$ cat config.mk
export PLATFORM = sky130hd
export DESIGN_NAME = cprr_readout
export DESIGN_NICKNAME = d
export VERILOG_FILES = /design/src/pkg/cprr_pkg.sv /design/src/hw/cprr_readout.sv
export SDC_FILE = /design/constraint.sdc
export NUM_CORES = 1
export LEC_CHECK = 0
export BUFFER_PORTS_ARGS = -buffer_cell sky130_fd_sc_hd__buf_4
export CAP_MARGIN = 10
export CORE_ASPECT_RATIO = 1.25
export CORE_MARGIN = 10
export CORE_UTILIZATION = 59
export CTS_BUF_LIST = sky130_fd_sc_hd__clkbuf_16
export DETAILED_ROUTE_END_ITERATION = 10
export GPL_ROUTABILITY_DRIVEN = 0
export GPL_TIMING_DRIVEN = 1
export PLACE_DENSITY = 0.81
export SYNTH_ARGS = -nofsm -noshare
export SYNTH_HDL_FRONTEND = slang
export SYNTH_SLANG_ARGS = --single-unit
export TNS_END_PERCENT = 1
$ cat constraint.sdc
create_clock -name clk_i -period 6.1 [get_ports clk_i]
set_input_delay 0.61 -clock clk_i [delete_from_list [all_inputs] [get_ports clk_i]]
set_output_delay 0.61 -clock clk_i [all_outputs]
set_load 0.05 [all_outputs]
$ cat src/pkg/cprr_pkg.sv
// Purpose: shared constants and types of the configuration read-out block
// Assumes: 125 MHz system clock, Avalon-MM register access
// Notes: offsets are byte addresses of 32-bit words
package cprr_pkg;

	// revision numbers
	localparam logic [1:0] REV_0 = 2'h0;
	localparam logic [1:0] REV_1 = 2'h1;
	localparam logic [1:0] REV_2 = 2'h2;
	localparam logic [1:0] REV_3 = 2'h3;
	localparam int NUM_REVS = 4;

	// storage geometry defaults: 8-Mbit blocks
	localparam int BLOCK_LOG2_DEF = 23;
	localparam int BLK_W_DEF = 8;
	localparam int MEM_BLOCKS_DEF = 4;
	localparam int OSC_DIV_DEF = 4;
	localparam int DECOMP_DIV_DEF = 8;

	// timing
	localparam int CLK_PERIOD_NS = 8;
	localparam int TRIG_PULSE_NS = 300;
	localparam logic [5:0] TRIG_CYC = 6'((TRIG_PULSE_NS + CLK_PERIOD_NS - 1) / CLK_PERIOD_NS);
	localparam logic [1:0] INIT_CYC = 2'h3;

	// synchroniser lanes and their reset levels
	localparam int NSYNC = 9;
	localparam int IX_CE_N = 0;
	localparam int IX_OE = 1;
	localparam int IX_CONFIGURATION_CLOCK = 2;
	localparam int IX_CLKPIN = 3;
	localparam int IX_BUSY = 4;
	localparam int IX_TRIG = 5;
	localparam int IX_EXT = 6;
	localparam int IX_PINS = 7;
	localparam logic [8:0] SYNC_RST = 9'h021;

	// register map
	localparam logic [5:0] OFF_CTRL = 6'h00;
	localparam logic [5:0] OFF_STATUS = 6'h04;
	localparam logic [5:0] OFF_ADDR = 6'h08;
	localparam logic [5:0] OFF_INFO = 6'h0C;
	localparam logic [5:0] OFF_REV0 = 6'h10;

	// control fields
	localparam int CTRL_REV_LSB = 0;
	localparam int CTRL_SOURCE_CLOCK_OUTPUT_EN = 2;
	localparam int CTRL_DECOMP = 3;
	localparam int CTRL_OSC_SEL = 4;
	localparam int CTRL_TRIG = 5;
	localparam logic [4:0] CTRL_RST = 5'h00;

	// revision table fields and reset contents
	localparam int REV_FIRST_LSB = 0;
	localparam int REV_COUNT_LSB = 8;
	localparam logic [15:0] REV_RST [NUM_REVS] = '{16'h0100, 16'h0101, 16'h0102, 16'h0103};

	typedef enum logic [2:0] {
		ST_INIT = 3'b001,
		ST_RUN = 3'b010,
		ST_DONE = 3'b100
	} cprr_state_e;

endpackage

$ cat src/hw/cprr_readout.sv
// Purpose: serial read-out of stored configuration revisions towards an FPGA
// Assumes: storage answers mem_data_i combinationally for mem_addr_o
// Notes: all pins pass two flip-flops; link clock edges are found by sampling
`timescale 1ns/100ps

module cprr_readout #(
	parameter int BLOCK_LOG2 = cprr_pkg::BLOCK_LOG2_DEF,
	parameter int BLK_W = cprr_pkg::BLK_W_DEF,
	parameter int MEM_BLOCKS = cprr_pkg::MEM_BLOCKS_DEF,
	parameter int OSC_DIV = cprr_pkg::OSC_DIV_DEF,
	parameter int DECOMP_DIV = cprr_pkg::DECOMP_DIV_DEF
)(
	input wire logic clk_i,
	input wire logic reset_i,
	// register bus
	input wire logic [5:0] avs_address_i,
	input wire logic avs_read_i,
	input wire logic avs_write_i,
	input wire logic [31:0] avs_writedata_i,
	input wire logic [3:0] avs_byteenable_i,
	output logic [31:0] avs_readdata_o,
	output logic avs_waitrequest_o,
	// storage read port
	output logic [BLK_W+BLOCK_LOG2-1:0] mem_addr_o,
	input wire logic mem_data_i,
	input wire logic mem_valid_i,
	// configuration pins
	input wire logic chip_enable_n_i,
	input wire logic output_enable_reset_i,
	input wire logic configuration_clock_i,
	input wire logic clock_pin_i,
	input wire logic busy_i,
	input wire logic external_select_enable_i,
	input wire logic [1:0] revision_select_pins_i,
	input wire logic configuration_trigger_i,
	output logic configuration_trigger_o,
	output logic configuration_trigger_oe_o,
	output logic data_o,
	output logic data_oe_o,
	output logic source_clock_output_o,
	output logic source_clock_output_oe_o,
	output logic chain_enable_output_n_o
);
	import cprr_pkg::*;

	localparam int AW = BLK_W + BLOCK_LOG2;
	localparam logic [BLK_W:0] MEM_END = (BLK_W + 1)'(MEM_BLOCKS);
	localparam logic [7:0] OSC_LIM = 8'(OSC_DIV - 1);
	localparam logic [7:0] DEC_LIM = 8'(DECOMP_DIV - 1);

	function automatic logic [1:0] sel_rev(input logic ext, input logic [1:0] pins, input logic [1:0] bits);
		sel_rev = ext ? bits : pins;
	endfunction

	function automatic logic [15:0] be_merge(input logic [15:0] old, input logic [15:0] wd, input logic [1:0] be);
		be_merge = {be[1] ? wd[15:8] : old[15:8], be[0] ? wd[7:0] : old[7:0]};
	endfunction

	////////////////////////////////////////////////////////////////////////////
	// pin synchronisers

	logic [NSYNC-1:0] pin_vec;
	logic [NSYNC-1:0] sync0_q;
	logic [NSYNC-1:0] sync1_q;
	logic [NSYNC-1:0] prev_q;

	assign pin_vec = {revision_select_pins_i, external_select_enable_i, configuration_trigger_i, busy_i,
		clock_pin_i, configuration_clock_i, output_enable_reset_i, chip_enable_n_i};

	for (genvar g = 0; g < NSYNC; g++)
	begin : g_sync
		always_ff @(posedge clk_i)
		begin
			if (reset_i)
			begin
				sync0_q[g] <= SYNC_RST[g];
				sync1_q[g] <= SYNC_RST[g];
				prev_q[g] <= SYNC_RST[g];
			end
			else
			begin
				sync0_q[g] <= pin_vec[g];
				sync1_q[g] <= sync0_q[g];
				prev_q[g] <= sync1_q[g];
			end
		end
	end

	wire ce_act = ~sync1_q[IX_CE_N];
	wire oe_s = sync1_q[IX_OE];
	wire busy_s = sync1_q[IX_BUSY];
	wire ext_s = sync1_q[IX_EXT];
	wire [1:0] pins_s = sync1_q[IX_PINS+1:IX_PINS];
	wire configuration_clock_rise = sync1_q[IX_CONFIGURATION_CLOCK] & ~prev_q[IX_CONFIGURATION_CLOCK];
	wire pin_rise = sync1_q[IX_CLKPIN] & ~prev_q[IX_CLKPIN];
	wire trig_rise = sync1_q[IX_TRIG] & ~prev_q[IX_TRIG];

	////////////////////////////////////////////////////////////////////////////
	// register bus

	logic [4:0] ctrl_q;
	logic [15:0] rev_tab_q [NUM_REVS];
	logic wait_q;
	logic [31:0] rdata_q;
	logic [5:0] trig_cnt_q;
	logic trig_lvl_q;
	logic trig_oe_q;
	logic [1:0] rev_q;
	logic [AW-1:0] addr_q;
	cprr_state_e state_q;
	logic source_clock_output_q;
	logic source_clock_output_oe_q;

	wire [5:0] word = {avs_address_i[5:2], 2'h0};
	wire req = avs_read_i | avs_write_i;
	// one wait cycle: data is loaded on the first edge, handed over on the second
	wire prep = req & wait_q;
	wire take_wr = avs_write_i & ~wait_q;
	wire is_rev = word[5:4] == OFF_REV0[5:4];
	wire [1:0] rev_ix = word[3:2];
	wire decomp = ctrl_q[CTRL_DECOMP];
	wire source_clock_output_en = ctrl_q[CTRL_SOURCE_CLOCK_OUTPUT_EN] | decomp;
	wire osc_sel = ctrl_q[CTRL_OSC_SEL];
	wire [31:0] status_w = {27'h0, state_q == ST_RUN, source_clock_output_oe_q, state_q == ST_DONE, rev_q};
	wire [31:0] info_w = {16'h0, 8'(BLOCK_LOG2), 8'(MEM_BLOCKS)};
	wire [31:0] rd_mux = (word == OFF_CTRL) ? {27'h0, ctrl_q} :
		(word == OFF_STATUS) ? status_w :
		(word == OFF_ADDR) ? 32'(addr_q) :
		(word == OFF_INFO) ? info_w :
		is_rev ? {16'h0, rev_tab_q[rev_ix]} : 32'h0;
	wire trig_start = take_wr & (word == OFF_CTRL) & avs_byteenable_i[0] & avs_writedata_i[CTRL_TRIG];

	always_ff @(posedge clk_i)
	begin
		if (reset_i)
		begin
			wait_q <= 1'b1;
			rdata_q <= 32'h0;
		end
		else
		begin
			wait_q <= ~prep;
			rdata_q <= prep ? rd_mux : rdata_q;
		end
	end

	always_ff @(posedge clk_i)
	begin
		if (reset_i)
			ctrl_q <= CTRL_RST;
		else if (take_wr & (word == OFF_CTRL) & avs_byteenable_i[0])
			ctrl_q <= avs_writedata_i[4:0];
	end

	for (genvar r = 0; r < NUM_REVS; r++)
	begin : g_rev
		always_ff @(posedge clk_i)
		begin
			if (reset_i)
				rev_tab_q[r] <= REV_RST[r];
			else if (take_wr & is_rev & (rev_ix == 2'(r)))
				rev_tab_q[r] <= be_merge(rev_tab_q[r], avs_writedata_i[15:0], avs_byteenable_i[1:0]);
		end
	end

	assign avs_waitrequest_o = wait_q;
	assign avs_readdata_o = rdata_q;

	////////////////////////////////////////////////////////////////////////////
	// trigger pin: software pulses it low, released it idles high

	always_ff @(posedge clk_i)
	begin
		if (reset_i)
			trig_cnt_q <= 6'h0;
		else if (trig_start)
			trig_cnt_q <= TRIG_CYC;
		else if (trig_cnt_q != 6'h0)
			trig_cnt_q <= trig_cnt_q - 6'h1;
	end

	always_ff @(posedge clk_i)
	begin
		if (reset_i)
		begin
			trig_oe_q <= 1'b0;
			trig_lvl_q <= 1'b1;
		end
		else
		begin
			trig_oe_q <= trig_start | (trig_cnt_q > 6'h1);
			trig_lvl_q <= ~(trig_start | (trig_cnt_q > 6'h1));
		end
	end

	assign configuration_trigger_o = trig_lvl_q;
	assign configuration_trigger_oe_o = trig_oe_q;

	////////////////////////////////////////////////////////////////////////////
	// revision selection and address sequencing

	logic [1:0] init_cnt_q;
	logic [1:0] rev_d;
	logic [AW-1:0] addr_d;
	cprr_state_e state_d;

	wire [1:0] samp_rev = sel_rev(ext_s, pins_s, ctrl_q[CTRL_REV_LSB+1:CTRL_REV_LSB]);
	wire [BLK_W-1:0] samp_first = rev_tab_q[samp_rev][REV_FIRST_LSB+BLK_W-1:REV_FIRST_LSB];
	wire [BLK_W-1:0] cur_first = rev_tab_q[rev_q][REV_FIRST_LSB+BLK_W-1:REV_FIRST_LSB];
	wire [BLK_W-1:0] cur_count = rev_tab_q[rev_q][REV_COUNT_LSB+BLK_W-1:REV_COUNT_LSB];
	wire [BLK_W:0] rev_end = {1'b0, cur_first} + {1'b0, cur_count};
	// the part beyond this memory belongs to the next one in the chain
	wire [BLK_W:0] end_blk = (rev_end > MEM_END) ? MEM_END : rev_end;
	wire [AW:0] next_addr = {1'b0, addr_q} + (AW + 1)'(1);
	wire at_last = next_addr == {end_blk, {BLOCK_LOG2{1'b0}}};

	// clock output generation
	logic [7:0] div_cnt_q;
	wire [7:0] div_lim = decomp ? DEC_LIM : OSC_LIM;
	wire tick = osc_sel ? (div_cnt_q == div_lim) : pin_rise;
	wire ready = ~decomp | mem_valid_i;
	wire drive_clk = source_clock_output_en & ce_act & oe_s & (state_q == ST_RUN);
	// the output only falls when a bit is ready, so every rise it makes carries data
	wire out_fall = drive_clk & tick & source_clock_output_q & ready;
	wire out_rise = drive_clk & tick & ~source_clock_output_q;
	wire parked = decomp & ~mem_valid_i & source_clock_output_q;
	wire step = source_clock_output_en ? out_rise : configuration_clock_rise;
	wire adv = step & ce_act & oe_s & (decomp | ~busy_s);

	always_comb
	begin
		state_d = state_q;
		addr_d = addr_q;
		rev_d = rev_q;
		unique case (state_q)
			ST_INIT:
			begin
				if (init_cnt_q == INIT_CYC)
				begin
					rev_d = samp_rev;
					addr_d = {samp_first, {BLOCK_LOG2{1'b0}}};
					state_d = ST_RUN;
				end
			end
			ST_RUN, ST_DONE:
			begin
				if (ce_act & trig_rise)
				begin
					rev_d = samp_rev;
					addr_d = {samp_first, {BLOCK_LOG2{1'b0}}};
					state_d = ST_RUN;
				end
				else if (~oe_s)
				begin
					addr_d = {cur_first, {BLOCK_LOG2{1'b0}}};
					state_d = ST_RUN;
				end
				else if ((state_q == ST_RUN) & adv)
				begin
					if (at_last)
						state_d = ST_DONE;
					else
						addr_d = next_addr[AW-1:0];
				end
			end
			default:
				state_d = ST_INIT;
		endcase
	end

	always_ff @(posedge clk_i)
	begin
		if (reset_i)
		begin
			state_q <= ST_INIT;
			addr_q <= '0;
			rev_q <= REV_0;
			init_cnt_q <= 2'h0;
		end
		else
		begin
			state_q <= state_d;
			addr_q <= addr_d;
			rev_q <= rev_d;
			init_cnt_q <= (init_cnt_q == INIT_CYC) ? init_cnt_q : init_cnt_q + 2'h1;
		end
	end

	////////////////////////////////////////////////////////////////////////////
	// clock output

	always_ff @(posedge clk_i)
	begin
		if (reset_i | ~osc_sel | tick)
			div_cnt_q <= 8'h0;
		else
			div_cnt_q <= div_cnt_q + 8'h1;
	end

	// while parked the pin floats high under its pull-up; the register matches it
	always_ff @(posedge clk_i)
	begin
		if (reset_i)
		begin
			source_clock_output_q <= 1'b1;
			source_clock_output_oe_q <= 1'b0;
		end
		else
		begin
			source_clock_output_q <= ~drive_clk | out_rise | (source_clock_output_q & ~out_fall);
			source_clock_output_oe_q <= drive_clk & ~parked;
		end
	end

	assign source_clock_output_o = source_clock_output_q;
	assign source_clock_output_oe_o = source_clock_output_oe_q;

	////////////////////////////////////////////////////////////////////////////
	// data and chain outputs

	logic data_q;
	logic data_oe_q;
	logic chain_n_q;

	always_ff @(posedge clk_i)
	begin
		if (reset_i)
		begin
			data_q <= 1'b1;
			data_oe_q <= 1'b0;
			chain_n_q <= 1'b1;
		end
		else
		begin
			data_q <= (state_q == ST_RUN) ? mem_data_i : 1'b1;
			data_oe_q <= ce_act & oe_s;
			chain_n_q <= ~(ce_act & (state_q == ST_DONE));
		end
	end

	assign mem_addr_o = addr_q;
	assign data_o = data_q;
	assign data_oe_o = data_oe_q;
	assign chain_enable_output_n_o = chain_n_q;

endmodule

Yosys cells after proc, flatten, opt, wreduce, memory -nomap -nowiden
Memories as Yosys holds them, arrays and structs flattened. A register that Yosys moved wholly into a read port is not among the register bits.
Cells that the tools add are included.

storage, ports and cells
  flip-flop bits (word level) = 118
  bits in writable memories = 64
  bits of input ports = 57
  output and inout bits = 71
  logic and storage cells = 215
  memories kept = 1

memory list
  name       words  bits a word  read ports  clocked after Yosys merged registers in  write ports  line                 text
  rev_tab_q  4      16           3           1                                        4            cprr_readout.sv:102  logic [15:0] rev_tab_q [NUM_REVS];

cells by class
  add/subtract/negate cells = 5
  magnitude comparators = 2
  equality and inequality tests = 26
  mux-type cells = 59
  bitwise logic cells = 65
  reductions and logical operators = 19

operators by type and width
  operator                                                        number
  two-way mux 31 bit                                              8
  two-way mux 8 bit                                               16
  case mux 31 bit (2 select lines)                                1
  adder 31 x 1 -> 32 bit (second input constant)                  1
  == test 32 bit                                                  1
  two-way mux 16 bit                                              2
  bitwise AND 1 bit                                               31
  two-way mux 3 bit                                               6
  inverter 1 bit                                                  17
  bitwise OR 1 bit                                                17
  two-way mux 1 bit                                               16
  AND reduction 2 bit                                             8
  two-way mux 6 bit                                               2
  != test 4 bit (second input constant)                           3
  two-way mux 2 bit                                               5
  adder 8 x 8 -> 9 bit                                            1
  greater-than comparator 9 x 3 -> 1 bit (second input constant)  1
  two-way mux 9 bit                                               1
  adder 8 x 1 -> 8 bit (second input constant)                    1
  == test 4 x 2 -> 1 bit (second input constant)                  2
  == test 8 x 3 -> 1 bit                                          1
  != test 1 bit (second input constant)                           8
  == test 2 bit (second input constant)                           3
  greater-than comparator 6 x 1 -> 1 bit (second input constant)  1
  other kinds (17)                                                23

Longest topological paths before layout
  depth after elaboration = 15
  depth in mapped cells = 16
  depth with buffers taken out = 12

Worst setup path after synthesis
OpenSTA, ideal clock, no wires.

  path type = reg2reg
  start = register with a tool-made name
  end = register addr_q[13] (netlist: mem_addr_o[13])
  library setup time = 0.074 ns
  data arrival time = 4.446 ns
  required time = 6.026 ns
  path slack = 1.580 ns
  cell stages (with the launch flop) = 16
  path buffers = 3
  clock period less this slack = 4.520 ns
  cells stage by stage = dfxtp_1 -> clkbuf_1 -> buf_1 -> mux4_2 -> ha_1 -> fa_1 -> nand3_1 -> nand3b_1 -> a2111oi_0 -> o211a_1 -> a31oi_1 -> o2111ai_4 -> nor2_4 -> buf_6 -> or4_1 -> a31oi_1

RTL lines
  what                    line                 text
  end signal: assignment  cprr_readout.sv:283  addr_q <= addr_d;
  end: declaration        cprr_readout.sv:109  logic [AW-1:0] addr_q;

==> run summary <==
Multi-input gate area in the final layout -> 5370 µm²
Via Count -> 8,268
Count of pins on the block boundary -> 128
Overall die height -> 166 µm
Peak Freq -> 0.213 GHz
Overall track demand over capacity in global routing -> 0.220
H-tree level count -> 4
Post-route worst hold slack -> 0.349 ns
Die Area -> 22,800 µm²
Syn_nets -> 1,105
Net load switching power -> 0.786 mW
Internal power of the cells -> 2.07 mW
Fraction of power consumed by sequential logic -> 0.477
Total clock buffers created by CTS -> 17
I/O Buffers -> 106
Antenna Cells -> 0
Switching Fraction -> 0.275
Post-route fraction of the period consumed by the critical path -> 0.770
Pin count of the biggest net entering global routing -> 77
Synthesis-to-layout area growth -> 13.0%
Clock slew at reported path FFs -> 0.07 ns
Average instance area after synthesis -> 9.79 µm²
Depth of the worst hold-timing path -> 3
Cell at the root of the clock tree -> clkbuf_16
Max-slew headroom -> 0.239
Rows -> 53
Max IR drop VDD -> 0.196 mV
Post_cts resized -> 0
Nets -> 1,161
Buffer levels on the longest clock path -> 2
Total wire length after detailed routing -> 25.2 mm
Pre-antenna DRT Iters -> 5
Worst-case reg-to-reg path depth -> 12
Setup crit end kind -> flip-flop
Outcome -> completed
Worst setup path class -> flip-flop to flip-flop
Register cell area after layout -> 4300 µm²
Synth Cell Area -> 10,100 µm²
Power density relative to cell area -> 250 nW/µm²
Final setup skew -> 0.00723 ns
Netlist cell types -> 83
Relative contribution of combinational cells to total power -> 0.148
Proportion of synthesized chip area in sequential cells -> 0.425
Average wire length per cell after detail routing -> 19.1 µm
Half-perimeter wire length after placement -> 18.2 mm
Post-route ant nets -> 0
Worst Hold Path EP -> data_o$_SDFF_PP1_
Initial core utilization -> 0.601
Kind of path behind the tightest hold check -> input port to flip-flop
Arrival time reported for the critical path endpoint -> 5.06 ns
Number of storage elements in the synthesis netlist -> 183
Max Fanout on Critical Path -> 30
EDFF count, synth -> 64
Setup Buffers After CTS -> 0
Data required, critical path -> 6.47 ns
CORE AREA -> 16,800 µm²
Synth async-reset ratio -> 0
Clock sink total -> 183
Post-Synthesis Cells -> 1,034
Initial DRC count -> 615
Tightest Pin Transition -> 1.13 ns
Total Neg Setup Slack -> 0 ns
Endpoint of the worst-slack reg-to-reg timing path -> mem_addr_o[16]$_SDFFE_PP0P_
Startpoint of the tightest hold check path -> mem_data_i
Number of filler cells placed in the layout -> 1,306
Global-route wire length before repair -> 40.6 mm
Leak -> 4.14 nW
Aggregate global routing overflow -> 0
Drt drc -> 0
Primary FF master, synth -> dfxtp_1
Fin. max-slew vios -> 0
TritonCTS clock tree -> yes
Unrepaired setup endpoints after global routing -> no
Die Span X -> 137 µm
CP Launch Type -> flip-flop
Clk pwr share -> 0.375
Worst skew pair latency -> 0.44 ns
Share of cells above drive strength 1 -> 0.210
Antenna violations before repair -> 0
Final setup fails -> 0
Final critical-path required period -> 4.70 ns
Count of hold buffers inserted by post-cts repair -> 0
Number of hold-slack violations in the final timing report -> 0
Number of vias per cell -> 6.25
Number of global-route vias before repair -> 8,017
Slack of the worst reg-to-reg path -> 1.40 ns
Max-cap violations -> 0
Number of warnings issued by yosys -> 0
==> layout by cell type, fill, tap and decap left out, types with 9 or more instances in the layout <==
cell,synthesis,layout
and3_1,17,17
clkbuf_16,0,18
nand2b_1,12,11
edfxtp_1,64,64
nor4_1,14,14
xnor2_1,17,17
o211ai_2,10,10
a22oi_1,26,26
a31oi_1,10,10
mux2i_1,11,11
o21ai_0,19,18
nor2b_1,25,25
nand2_1,73,73
and2_1,60,60
ha_1,13,13
a21oi_1,72,72
xor2_1,11,11
or3_1,25,25
or4_1,11,11
mux4_2,32,32
nand3_1,27,27
nor3_1,20,20
inv_1,15,17
nor2_1,107,107
dfxtp_1,119,119
buf_4,14,114
a21oi_2,9,9
o21ai_1,9,9
==> critical path: stages (launching register included) <==
cell and delay, ns:
dfxtp_1 0.73, buf_4 0.31, mux4_2 0.53, ha_1 0.33, a21oi_1 0.39, nand3b_1 0.15
a2111oi_0 0.39, o211a_1 0.27, and4_1 0.26, o2111ai_4 0.18, nor2_4 0.64, o311ai_0 0.23
a21oi_1 0.20
==> synthesized netlist by cell type, types with 8 or more instances <==
library cell    n  share of area
o211ai_2       10          0.012
nor2_1        107          0.040
ha_1           13          0.016
nand2_1        73          0.027
nor3_1         20         0.0099
and3_1         17          0.011
clkbuf_1       44          0.016
a21oi_1        72          0.036
nor4_1         14         0.0087
or2_2           8         0.0049
mux2i_1        11          0.011
dfxtp_1       119           0.24
nor2b_1        25          0.015
nand2b_1       12         0.0074
buf_2           9         0.0045
or4_1          11         0.0082
a21oi_2         9         0.0078
buf_4          14          0.010
mux4_2         32          0.071
nand3_1        27          0.013
xnor2_1        17          0.015
and4_1          8         0.0069
o21ai_0        19         0.0094
o21ai_1         9         0.0045
or3_1          25          0.015
edfxtp_1       64           0.19
and2_1         60          0.037
a31oi_1        10         0.0062
a22oi_1        26          0.019
inv_1          15         0.0056
xor2_1         11         0.0095
==> per-layer routing <==
metal	share of wire	up-vias	wire length, µm	global-route usage
li1	-	3929	-	-
met2	0.48	358	12200	0.359
met5	0	-	0	0
met1	0.40	3912	10100	0.264
met4	0.041	0	1050	0.120
met3	0.073	69	1840	0.0461
==> worst max path at each step <==
stage / endpoint / cells after the start / slack (ns)
final: mem_addr_o[16]$_SDFFE_PP0P_ / 12 / 1.40
after global routing: mem_addr_o[16]$_SDFFE_PP0P_ / 12 / 1.02
after CTS: mem_addr_o[16]$_SDFFE_PP0P_ / 12 / 1.37
after detailed placement: mem_addr_o[13]$_SDFFE_PP0P_ / 12 / 1.40
after global placement: mem_addr_o[13]$_SDFFE_PP0P_ / 12 / 1.46
after floorplan: mem_addr_o[13]$_SDFFE_PP0P_ / 15 / 1.58
==> cell type report <==
type	count	share of cell area
Timing Repair Buffer	115	0.0755
Clock inverter	14	0.0105
Clock buffer	18	0.0394
Sequential cell	183	0.376
Inverter	15	0.00492
Tap cell	220	0.0241
Multi-Input combinational cell	758	0.469
==> registers in the layout, indices dropped and copies added (netlist names), 2 cells and up, named ones only <==
signal and flops:
rev_q 2, mem_addr_o 31, prev_q 3, rev_tab_q 64, avs_readdata_o 31, trig_cnt_q 6
state_q 3, init_cnt_q 2, sync0_q 9, div_cnt_q 8, ctrl_q 5, sync1_q 4
pins_s 2
==> power groups by stage <==
stage	clock (mW)	combinational [mW]	sequential, mW
3_3_place_gp	0	0.412	1.39
2_1_floorplan	0	0.284	1.41
5_1_grt	1.13	0.468	1.37
4_1_cts	1.08	0.423	1.36
3_5_place_dp	0	0.420	1.39
6_report	1.07	0.422	1.36
==> through the flow <==
step	total power, mW	worst slack [ns]	cell area, µm²	instances	util
after floorplan	1.70	1.58	10100	1034	-
after global placement	1.80	1.46	10900	1290	0.645
after detailed placement	1.81	1.40	10900	1290	0.645
after CTS	2.87	1.37	11400	1322	0.679
after global routing	2.97	1.02	11400	1323	0.679
final	2.86	1.40	11400	1323	0.679
==> cell families (layout without fill, tap and decap cells) <==
| logic type | Yosys count | count (layout) | synth area share |
|---|---|---|---|
| fa+ha+maj | 14 | 14 | 0.0181 |
| buf+inv | 93 | 162 | 0.0449 |
| compound gates | 217 | 217 | 0.153 |
| xor+xnor | 29 | 29 | 0.0265 |
| mux | 46 | 46 | 0.0854 |
| flops | 183 | 183 | 0.425 |
| simple gates | 451 | 451 | 0.247 |
| other cells | 1 | 1 | 0.000371 |
Note: power is estimated with default switching activity, not from simulation.
